[src/ebrw_regs.svh]
// constants for the external bus ready wait controller
`ifndef EBRW_REGS_SVH
`define EBRW_REGS_SVH
`define EBRW_ADDR_W 24
`define EBRW_DATA_W 16
`define EBRW_NUM_WIN 4
`define EBRW_WIN_W 2
`define EBRW_REG_MODE 5'h00
`define EBRW_REG_TIMING0 5'h04
`define EBRW_REG_ADDR 5'h08
`define EBRW_REG_WDATA 5'h0C
`define EBRW_REG_RDATA 5'h10
`define EBRW_REG_STATUS 5'h14
`define EBRW_TIMING_RST 15'h0000
`define EBRW_RDY_TIMEOUT 8'hFF
`endif

[src/ebrw_unused_placeholder_none.sv]
// intentionally empty module set for this design
`timescale 1ns/10ps

[src/ebrw_pkg.sv]
// types for the external bus ready wait controller
package ebrw_pkg;
   typedef enum logic [2:0]
   {
      EBRW_IDLE = 3'b000,
      EBRW_AB = 3'b001,
      EBRW_C = 3'b010,
      EBRW_D = 3'b011,
      EBRW_E = 3'b100,
      EBRW_F = 3'b101
   } ebrw_state_t;
   typedef struct packed
   {
      logic [1:0] tp_f;
      logic [4:0] tp_e;
      logic tp_d;
      logic [1:0] tp_c;
      logic tp_ab;
      logic rdy_en;
      logic rdy_async;
      logic rdy_pol;
      logic muxed;
   } ebrw_timing_t;
   typedef struct packed
   {
      logic [23:0] addr;
      logic [15:0] ad_out;
      logic ad_oe_n;
      logic [15:0] d_out;
      logic d_oe_n;
      logic ale;
      logic rd_n;
      logic wr_n;
      logic bhe_n;
      logic [3:0] cs_n;
   } ebrw_pins_t;
endpackage

[src/ebrw_ctrl.sv]
// external bus master sequencer with ready wait states and avalon slave
`timescale 1ns/10ps
`include "ebrw_regs.svh"
module ebrw_ctrl
(
   input wire logic i_clk,
   input wire logic i_nrst,
   input wire logic [4:0] i_avs_address,
   input wire logic i_avs_read,
   input wire logic i_avs_write,
   input wire logic [31:0] i_avs_writedata,
   input wire logic [3:0] i_avs_byteenable,
   output logic [31:0] o_avs_readdata,
   output logic o_avs_waitrequest,
   input wire logic i_ready,
   input wire logic [15:0] i_muxed_addr_data,
   input wire logic [15:0] i_split_addr_data_mode_data,
   output logic [23:0] o_split_addr_data_mode_addr,
   output logic [15:0] o_muxed_addr_data,
   output logic o_muxed_oe_n,
   output logic [15:0] o_split_addr_data_mode_data,
   output logic o_split_addr_data_mode_oe_n,
   output logic o_ale,
   output logic o_rd_n,
   output logic o_wr_n,
   output logic o_byte_high_en_n,
   output logic [3:0] o_cs_n,
   output logic o_bus_ref_clock_out
);
   ebrw_pkg::ebrw_state_t state;
   ebrw_pkg::ebrw_state_t next_state;
   ebrw_pkg::ebrw_timing_t timing [`EBRW_NUM_WIN];
   ebrw_pkg::ebrw_timing_t cur;
   ebrw_pkg::ebrw_pins_t pins;
   ebrw_pkg::ebrw_pins_t next_pins;
   logic [1:0] win;
   logic [23:0] addr_reg;
   logic [15:0] wdata_reg;
   logic [15:0] rdata;
   logic is_write;
   logic rdy_timeout;
   logic [5:0] cnt;
   logic [5:0] next_cnt;
   logic [7:0] wait_cnt;
   logic rdy_s1;
   logic rdy_s2;
   logic rdy_s3;
   logic clk_div;
   // bus start/ack
   logic start_pend;
   logic busy;
   logic done_pulse;
   // high in the second cycle of a read, when the registered data stand
   logic rd_ack;
   // decode
   wire wr_mode = i_avs_write && (i_avs_address == `EBRW_REG_MODE);
   wire wr_tim = i_avs_write && (i_avs_address[4:2] == 3'b001);
   wire wr_addr = i_avs_write && (i_avs_address == `EBRW_REG_ADDR);
   wire wr_wdata = i_avs_write && (i_avs_address == `EBRW_REG_WDATA);
   wire start_req = wr_mode && i_avs_writedata[0] && !busy;
   // a start write while busy is stalled, never dropped
   wire mode_stall = wr_mode && i_avs_writedata[0] && busy;
   // sync: two flops; async: one extra flop
   wire rdy_raw = cur.rdy_async ? rdy_s3 : rdy_s2;
   wire rdy_act = (rdy_raw == cur.rdy_pol);
   wire [5:0] e_len = {1'b0, cur.tp_e} + 6'h01;
   wire e_mand_done = (cnt >= e_len - 6'h01);
   // first sample point is one later in async mode
   wire sample_pt = e_mand_done && (!cur.rdy_async || cnt >= e_len);
   // the bound only ends a wait at a sample point, never before
   wire wait_expired = (wait_cnt == `EBRW_RDY_TIMEOUT);
   wire e_done = cur.rdy_en ? sample_pt && (rdy_act || wait_expired)
                            : e_mand_done;
   wire [31:0] status_word = {29'h0, rdy_timeout, is_write, busy};

   // reads take one wait state so the data stand at the accepting edge
   assign o_avs_waitrequest = mode_stall || (i_avs_read && !rd_ack);
   assign o_bus_ref_clock_out = clk_div;
   assign o_split_addr_data_mode_addr = pins.addr;
   assign o_muxed_addr_data = pins.ad_out;
   assign o_muxed_oe_n = pins.ad_oe_n;
   assign o_split_addr_data_mode_data = pins.d_out;
   assign o_split_addr_data_mode_oe_n = pins.d_oe_n;
   assign o_ale = pins.ale;
   assign o_rd_n = pins.rd_n;
   assign o_wr_n = pins.wr_n;
   assign o_byte_high_en_n = pins.bhe_n;
   assign o_cs_n = pins.cs_n;
   assign cur = timing[win];

   // reference clock toggles at half rate: the clock itself cannot be
   // routed to a data port, so bus edges fall on either of its edges
   always_ff @(posedge i_clk or negedge i_nrst)
   begin
      if (!i_nrst)
         clk_div <= 1'b0;
      else
         clk_div <= ~clk_div;
   end

   always_ff @(posedge i_clk or negedge i_nrst)
   begin
      if (!i_nrst)
      begin
         rdy_s1 <= 1'b0;
         rdy_s2 <= 1'b0;
         rdy_s3 <= 1'b0;
      end
      else
      begin
         rdy_s1 <= i_ready;
         rdy_s2 <= rdy_s1;
         rdy_s3 <= rdy_s2;
      end
   end

   genvar gi;
   generate
      for (gi = 0; gi < `EBRW_NUM_WIN; gi++)
      begin : g_win
         always_ff @(posedge i_clk or negedge i_nrst)
         begin
            if (!i_nrst)
               timing[gi] <= ebrw_pkg::ebrw_timing_t'(`EBRW_TIMING_RST);
            else if (wr_tim && i_avs_address[1:0] == 2'(gi)
                     && i_avs_byteenable[1:0] == 2'b11)
               timing[gi] <=
                  ebrw_pkg::ebrw_timing_t'(i_avs_writedata[14:0]);
         end
      end
   endgenerate

   always_ff @(posedge i_clk or negedge i_nrst)
   begin
      if (!i_nrst)
      begin
         addr_reg <= 24'h00_0000;
         wdata_reg <= 16'h0000;
         win <= 2'h0;
         is_write <= 1'b0;
      end
      else
      begin
         if (wr_addr)
            addr_reg <= i_avs_writedata[23:0];
         if (wr_wdata)
            wdata_reg <= i_avs_writedata[15:0];
         if (start_req)
         begin
            win <= i_avs_writedata[3:2];
            is_write <= i_avs_writedata[1];
         end
      end
   end

   always_ff @(posedge i_clk or negedge i_nrst)
   begin
      if (!i_nrst)
         rd_ack <= 1'b0;
      else
         rd_ack <= i_avs_read && !rd_ack;
   end

   // loaded only in the first read cycle, so the answer cannot move
   // under the master at the edge where it is taken
   always_ff @(posedge i_clk or negedge i_nrst)
   begin
      if (!i_nrst)
         o_avs_readdata <= 32'h0000_0000;
      else if (i_avs_read && !rd_ack)
      begin
         if (i_avs_address == `EBRW_REG_ADDR)
            o_avs_readdata <= {8'h00, addr_reg};
         else if (i_avs_address == `EBRW_REG_WDATA)
            o_avs_readdata <= {16'h0000, wdata_reg};
         else if (i_avs_address == `EBRW_REG_RDATA)
            o_avs_readdata <= {16'h0000, rdata};
         else if (i_avs_address == `EBRW_REG_STATUS)
            o_avs_readdata <= status_word;
         else if (i_avs_address[4:2] == 3'b001)
            o_avs_readdata <= {17'h0_0000, timing[i_avs_address[1:0]]};
         else
            o_avs_readdata <= 32'h0000_0000;
      end
   end

   always_comb
   begin
      next_state = state;
      next_cnt = cnt + 6'h01;
      case (state)
         ebrw_pkg::EBRW_IDLE:
         begin
            next_cnt = 6'h00;
            if (start_pend)
               next_state = ebrw_pkg::EBRW_AB;
         end
         ebrw_pkg::EBRW_AB:
            if (cnt >= {5'h00, cur.tp_ab})
            begin
               next_cnt = 6'h00;
               next_state = ebrw_pkg::EBRW_C;
            end
         ebrw_pkg::EBRW_C:
            if (cnt >= {4'h0, cur.tp_c})
            begin
               next_cnt = 6'h00;
               next_state = ebrw_pkg::EBRW_D;
            end
         ebrw_pkg::EBRW_D:
            if (cnt >= {5'h00, cur.tp_d})
            begin
               next_cnt = 6'h00;
               next_state = ebrw_pkg::EBRW_E;
            end
         ebrw_pkg::EBRW_E:
            // each extra clock here is one ready wait state
            if (e_done)
            begin
               next_cnt = 6'h00;
               next_state = ebrw_pkg::EBRW_F;
            end
            // hold the count at its top so a long wait cannot wrap it
            else if (&cnt)
               next_cnt = cnt;
         ebrw_pkg::EBRW_F:
            if (cnt >= {4'h0, cur.tp_f})
            begin
               next_cnt = 6'h00;
               next_state = ebrw_pkg::EBRW_IDLE;
            end
         default:
            next_state = ebrw_pkg::EBRW_IDLE;
      endcase
   end

   always_comb
   begin
      next_pins = pins;
      next_pins.ale = 1'b0;
      case (next_state)
         ebrw_pkg::EBRW_IDLE:
         begin
            next_pins.cs_n = 4'hF;
            next_pins.rd_n = 1'b1;
            next_pins.wr_n = 1'b1;
            next_pins.bhe_n = 1'b1;
            next_pins.ad_oe_n = 1'b1;
            next_pins.d_oe_n = 1'b1;
         end
         ebrw_pkg::EBRW_AB:
         begin
            next_pins.addr = addr_reg;
            next_pins.cs_n = ~(4'h1 << win);
            next_pins.bhe_n = 1'b0;
            next_pins.ale = (state == ebrw_pkg::EBRW_IDLE);
            next_pins.ad_out = addr_reg[15:0];
            next_pins.ad_oe_n = ~cur.muxed;
         end
         ebrw_pkg::EBRW_D:
         begin
            next_pins.ad_out = wdata_reg;
            next_pins.ad_oe_n = ~(cur.muxed && is_write);
            next_pins.d_out = wdata_reg;
            next_pins.d_oe_n = ~(!cur.muxed && is_write);
         end
         ebrw_pkg::EBRW_E:
         begin
            next_pins.rd_n = is_write;
            next_pins.wr_n = ~is_write;
         end
         ebrw_pkg::EBRW_F:
         begin
            next_pins.rd_n = 1'b1;
            next_pins.wr_n = 1'b1;
         end
         default:
            // command delay keeps every line as it was, bar the latch
            next_pins.ale = 1'b0;
      endcase
   end

   always_ff @(posedge i_clk or negedge i_nrst)
   begin
      if (!i_nrst)
      begin
         state <= ebrw_pkg::EBRW_IDLE;
         cnt <= 6'h00;
         pins <= '{addr: 24'h00_0000, ad_out: 16'h0000, ad_oe_n: 1'b1,
                   d_out: 16'h0000, d_oe_n: 1'b1, ale: 1'b0, rd_n: 1'b1,
                   wr_n: 1'b1, bhe_n: 1'b1, cs_n: 4'hF};
      end
      else
      begin
         state <= next_state;
         cnt <= next_cnt;
         pins <= next_pins;
      end
   end

   // read data latched on the edge that raises the read strobe; the
   // captured source is the data pins, so early address moves are harmless
   always_ff @(posedge i_clk or negedge i_nrst)
   begin
      if (!i_nrst)
         rdata <= 16'h0000;
      else if (state == ebrw_pkg::EBRW_E && e_done && !is_write)
         rdata <= cur.muxed ? i_muxed_addr_data : i_split_addr_data_mode_data;
   end

   // a ready that never comes would hang the bus; give up after a bound
   always_ff @(posedge i_clk or negedge i_nrst)
   begin
      if (!i_nrst)
      begin
         wait_cnt <= 8'h00;
         rdy_timeout <= 1'b0;
      end
      else if (state != ebrw_pkg::EBRW_E)
         wait_cnt <= 8'h00;
      else
      begin
         wait_cnt <= wait_cnt + 8'h01;
         if (wait_cnt == `EBRW_RDY_TIMEOUT)
            rdy_timeout <= 1'b1;
      end
   end

   always_ff @(posedge i_clk or negedge i_nrst)
   begin
      if (!i_nrst)
      begin
         start_pend <= 1'b0;
         busy <= 1'b0;
         done_pulse <= 1'b0;
      end
      else
      begin
         done_pulse <= (state == ebrw_pkg::EBRW_F) &&
                       (next_state == ebrw_pkg::EBRW_IDLE);
         if (start_req)
         begin
            start_pend <= 1'b1;
            busy <= 1'b1;
         end
         else if (state == ebrw_pkg::EBRW_IDLE && start_pend)
            start_pend <= 1'b0;
         else if (done_pulse)
            busy <= 1'b0;
      end
   end
endmodule // ebrw_ctrl

[config.mk]
export PLATFORM = sky130hd
export DESIGN_NAME = ebrw_ctrl
export DESIGN_NICKNAME = d
export VERILOG_FILES = /design/src/ebrw_unused_placeholder_none.sv /design/src/ebrw_pkg.sv /design/src/ebrw_ctrl.sv
export VERILOG_INCLUDE_DIRS = /design/src /design/src/src
export SDC_FILE = /design/constraint.sdc
export NUM_CORES = 1
export LEC_CHECK = 0
export BUFFER_PORTS_ARGS = -buffer_cell sky130_fd_sc_hd__buf_2
export CAP_MARGIN = 20
export CORE_MARGIN = 8
export CORE_UTILIZATION = 52
export CTS_BUF_LIST = sky130_fd_sc_hd__clkbuf_8
export CTS_CLUSTER_SIZE = 10
export DETAILED_ROUTE_END_ITERATION = 8
export PLACE_DENSITY = 0.81
export SLEW_MARGIN = 20
export SYNTH_ARGS = -nofsm -noshare
export SYNTH_HDL_FRONTEND = slang
export SYNTH_SLANG_ARGS = --single-unit
[constraint.sdc]
create_clock -name i_clk -period 9.54 [get_ports i_clk]
set_input_delay 0.954 -clock i_clk [delete_from_list [all_inputs] [get_ports i_clk]]
set_output_delay 0.954 -clock i_clk [all_outputs]
set_load 0.03 [all_outputs]
; Yosys cells after proc, flatten, opt, wreduce, memory -nomap -nowiden
; Index checks and enable logic that the tools add are counted.
; Widths: inputs -> output; s select.
[totals]
in_bits = 78
wordCells = 196
output_inout_bits = 100
regBits = 243
[op_classes]
muxes = 40
n_eq_ne = 23
n_bitwise = 9
n_shift = 1
n_reduce_logical = 47
addsub = 4
n_lt_le_gt_ge = 8
[op_table]
columns = operator, count
row1 = $mux 15, 6
row2 = $bmux 15 s2, 2
row3 = $mux 16, 3
row4 = $mux 6, 6
row5 = $pmux 6 s6, 1
row6 = $pmux 16 s2, 1
row7 = $logic_and 1x1->1, 24
row8 = $mux 24, 1
row9 = $mux 3, 6
row10 = $pmux 3 s6, 1
row11 = $eq 3x3->1 const B, 4
row12 = $ge 6x1->1, 2
row13 = $ge 6x2->1, 2
row14 = $ge 6x6->1, 2
row15 = $reduce_bool 2->1, 6
row16 = $eq 5x4->1 const B, 2
row17 = $eq 5x5->1 const B, 2
row18 = $pmux 5 s2, 1
row19 = $eq 3x1->1 const B, 3
row20 = $eq 3x2->1 const B, 3
row21 = $add 8x1->8 const B, 1
row22 = $eq 8x8->1 const B, 1
row23 = $mux 1, 8
row24 = $mux 8, 1
row25 = other kinds (25), 43

; Longest topological paths before layout
[depth]
ltp_word = 15
ltp_mapped = 17
mapped_depth_nobuf = 15

; Worst setup path after synthesis
; OpenSTA, ideal clock, no wires.
[synth_timing]
path_type = reg-to-reg
from = reg win[0]
to = reg rdata[10]
arrival_time_ns = 3.542
n_path_buf = 2
stages_incl_launch_ff = 17
setup_ns = 0.125
setup_slack_ns = 5.872
required_time_ns = 9.415
synth_period_minus_slack_ns = 3.668
cell_sequence = dfrtp_1 buf_6 mux4_2 ha_1 xnor2_1 and3_1 nor4b_1 a31oi_1 ha_1 o21a_1 nand2_1 o21ai_0 o2111a_2 nand2_2 nor2_8 buf_12 mux2_4
[synth_via]
elab_chain_cells = 12
word_cells_on_any_way = 19
classes_between = 2 x add/sub / 2 x order compare / 1 x eq/ne / 6 x mux / 1 x bitwise / 7 x reduce/logical
[synth_rtl]
columns = element, line
row1 = from (decl), ebrw_ctrl.sv:36  ; logic [1:0] win;
row2 = from (signal assigned), ebrw_ctrl.sv:150  ; win <= i_avs_writedata[3:2];
row3 = $not 2->3 (not written as such) (*), ebrw_ctrl.sv:89  ; assign cur = timing[win];
row4 = $bmux 15 s2 (*), ebrw_ctrl.sv:89
row5 = $mux 15 (not written as such) (*) (2 in a row), ebrw_ctrl.sv:89
row6 = $add 5x1->6, ebrw_ctrl.sv:66  ; wire [5:0] e_len = {1'b0, cur.tp_e} + 6'h01;
row7 = $sub 6x1->6 or $ge 6x6->1 (tied branches), "ebrw_ctrl.sv:67, ebrw_ctrl.sv:69"
row8 = $ge 6x6->1 or $logic_or 1x1->1 (tied branches), "ebrw_ctrl.sv:67, ebrw_ctrl.sv:69"
row9 = $logic_and 1x1->1, ebrw_ctrl.sv:69  ; wire sample_pt = e_mand_done && (!cur.rdy_async || cnt >= e_len);
row10 = $logic_and 1x1->1, ebrw_ctrl.sv:72  ; wire e_done = cur.rdy_en ? sample_pt && (rdy_act || wait_expired)
row11 = $mux 1, ebrw_ctrl.sv:72
row12 = $logic_and 1x1->1 (2 in a row), ebrw_ctrl.sv:307  ; else if (state == ebrw_pkg::EBRW_E && e_done && !is_write)
row13 = to (signal assigned), ebrw_ctrl.sv:308  ; rdata <= cur.muxed ? i_muxed_addr_data : i_split_addr_data_mode_data;
row14 = to (decl), ebrw_ctrl.sv:39  ; logic [15:0] rdata;
; Every way passes the cells marked *; elsewhere a longest branch is shown, timed or not. The select of a mux whose other input is x is not followed.
; A chain may end at the register's enable or synchronous reset.

; Final worst setup path
[layout_timing]
from = reg win[0]
to = reg rdata[0]
; The elaborated chain is that of the path after synthesis.

==> results_dict.tcl <==
set metrics [dict create \
    clock_skew_ns 0.0269 \
    fin_ws_ns 4.79 \
    slowest_stage "mux4_2" \
    layout.cells.non_filler 1363 \
    ant_nets 0 \
    grt_pass1_vias 8288 \
    dp_slack_ns 4.84 \
    regMostFlops "timing" \
    wl_per_cell_um 21.0 \
    dp.cells 1292 \
    slew_violations 0 \
    overflow 0 \
    cts_max_level 2 \
    rows 53 \
    synth_cell_type_count 65 \
    slowest_delay_ns 0.64 \
    relSlewSlack_pct 30.9 \
    clk_pin_slew_worst_paths_ns 0.06 \
    largest_reg_flops 60 \
    synth_area_per_cell_sq_um 12.3 \
    hp-class "reg -> reg" \
    synth_edf_count 0 \
    dp_hpwl_um 19600 \
    ctsRootBufferMaster "clkbuf_8" \
    finalSetupTns_ns 0 \
    synth_ff_type "dfrtp_1" \
    finalCritPeriodShare_pct 49.8 \
    numPortBuffers 159 \
    cap_violations 0 \
    power_leakage_nw 6.39 \
    cts_num_sinks 235 \
    first_pass_iters 6 \
    nets 1155 \
    antenna_found_initial 2 \
    async_flop_share_pct 100 \
    worst_ep_required_time_ns 9.95 \
    fmax_ghz 0.210 \
    vdd_drop_max_uv 209 \
    cp_common_cell "ha_1" \
    dieArea_sq_um 26100 \
    min_period_ns 4.75 \
    cts_buffers 39 \
    ios 178 \
    first_iter_violations 616 \
    synthesis.area_sq_um 11000 \
    cts_tree "yes" \
    viasPerCell 5.82 \
    worst_slew_pin_slew_ns 1.03 \
    setup.worst_path.class "reg -> reg" \
    die_h_um 162 \
    clock_latency_ns 0.53 \
    holdBufCountCts 0 \
    status "complete, no violations" \
    start_util_pct 52.7 \
    crit_chain "buf_4 -> mux4_2 -> ha_1 -> xnor2_1 -> and3_1 -> nor4b_1 -> a31oi_1 -> ha_1 -> o21a_1 -> nand2_1 -> o21ai_0 -> o2111a_2 -> nand2_2 -> nor2_8 -> mux2_2" \
    synthCells 894 \
    arrival_ns 5.16 \
    routed_wl_um 28700 \
    clk_path_buf_depth 3 \
    grt_first_pass_wirelength_um 45500 \
    cts_setup_buffers 0 \
    vias 7932 \
    setup_viol 0 \
    power_density_nw_per_um2 245 \
    hold_violations 0 \
    routabilityCongestion 0.833 \
    die_x_um 162 \
    total_power_w 0.00316 \
    drive_gt1_share_pct 39.6 \
    fillers 1632 \
    core_area_sq_um 21000 \
    synth-warning-count 0 \
    grt_usage_pct 21.8 \
    crit_path_end_kind "flip-flop" \
    crit_fanout 17 \
    cts_resized 0 \
    synth_seq_cells 235 \
    seq_area_frac_synth_pct 53.4 \
    drc 0 \
    grt_max_degree 86 \
    start_kind "flip-flop" \
    area_growth_pct 16.9 \
    grt_setup_unrepaired "false" \
]
-- cell families after synthesis --
kind of cell    synth area share (%)
compound gates                  6.88
simple gates                    8.97
buf+inv                         3.56
fa+ha+maj                       2.23
other cells                   0.0340
xor+xnor                        1.26
mux                             23.7
flops                           53.4
-- layout make-up --
cell class / count / area, sq um / share of cell area [%]
diodes: 1 / 2.50 / 0.0194
flip-flops and latches: 235 / 5890 / 45.7
well taps: 275 / 344 / 2.67
repair buffers: 172 / 911 / 7.06
clock buffers: 51 / 702 / 5.44
clock inverters: 18 / 109 / 0.844
multi-input cells: 579 / 4820 / 37.4
inverters: 32 / 120 / 0.931
-- stage by stage --
step / area (sq um) / util [%] / hold slack, ns
floorplan: 11100 / - / 0.331
global placement: 12100 / 57.6 / 0.337
detailed placement: 12100 / 57.6 / 0.339
CTS: 12900 / 61.5 / 0.353
global route: 12900 / 61.6 / 0.357
finish: 12900 / 61.6 / 0.352
-- layer usage --
metal / track usage, % / part of all wire, % / wire (um)
met5: 0 / 0.045 / 13
met4: 6.65 / 2.0 / 582
met3: 5.57 / 8.1 / 2310
met2: 35.3 / 48 / 13900
met1: 28.4 / 41 / 11900
-- worst max-delay path, delay by kind of cell (launching register included) --
family / cells / cell delay (ns)
mux: 2 / 1.03
fa+ha+maj: 2 / 0.57
simple gates: 5 / 1.09
buf+inv: 1 / 0.38
xor+xnor: 1 / 0.22
compound gates: 4 / 0.84
flops: 1 / 0.48
-- where the power goes --
| part | total, W | internal, W | switching, W |
|---|---|---|---|
| logic | 0.000902 | 0.000354 | 0.000549 |
| registers | 0.00135 | 0.00120 | 0.000151 |
| clock network | 0.000907 | 0.000506 | 0.000400 |
| total | 0.00316 | 0.00206 | 0.00110 |
-- synth_stat cells, drive strengths merged (9+ instances only) --
cell	count	area share (%)
dfrtp	226	51
mux2	152	16
nand2	138	4.7
o21ai	44	2.0
clkbuf	37	1.3
inv	32	1.1
mux4	30	6.2
nor2	26	1.0
a21oi	21	0.95
buf	18	1.2
ha	18	2.0
mux2i	18	1.6
a222oi	16	1.5
nand3	10	0.45
and3	9	0.51
dfstp	9	2.1
xnor2	9	0.78
-- placed cells by master, fill, tap and decap left out, types with 4 or more instances in the layout --
cell type  count
nor2_1        25
buf_4         11
inv_1         45
conb_1         8
a21oi_1       21
mux2_2       142
dfrtp_1      226
mux2_4        10
a222oi_1      16
a31oi_1        5
nand2b_1       6
nand3_1       10
mux4_2        28
xor2_1         6
ha_1          18
dfstp_2        9
o21ai_0       44
nor3_1         5
nand2_1      137
o21bai_1       4
and3_1         9
mux2i_1       18
clkbuf_8      51
nor2b_1        4
buf_2        158
xnor2_1        8
-- worst paths after layout --
kind | endpoint | cells past startpoint | slack (ns) | start
hold / removal | rdy_s2 | 0 | 0.35 | rdy_s1
max in group asynchronous | o_split_addr_data_mode_addr[18] | 2 | 7.75 | i_nrst
setup reg to reg | rdata[0] | 15 | 4.79 | win[0]
hold reg to reg | rdy_s2 | 0 | 0.35 | rdy_s1
min in group asynchronous | o_muxed_addr_data[12] | 1 | 0.40 | i_nrst
setup / recovery | rdata[0] | 15 | 4.79 | win[0]
No activity file was read; power rests on OpenSTA's default activity.
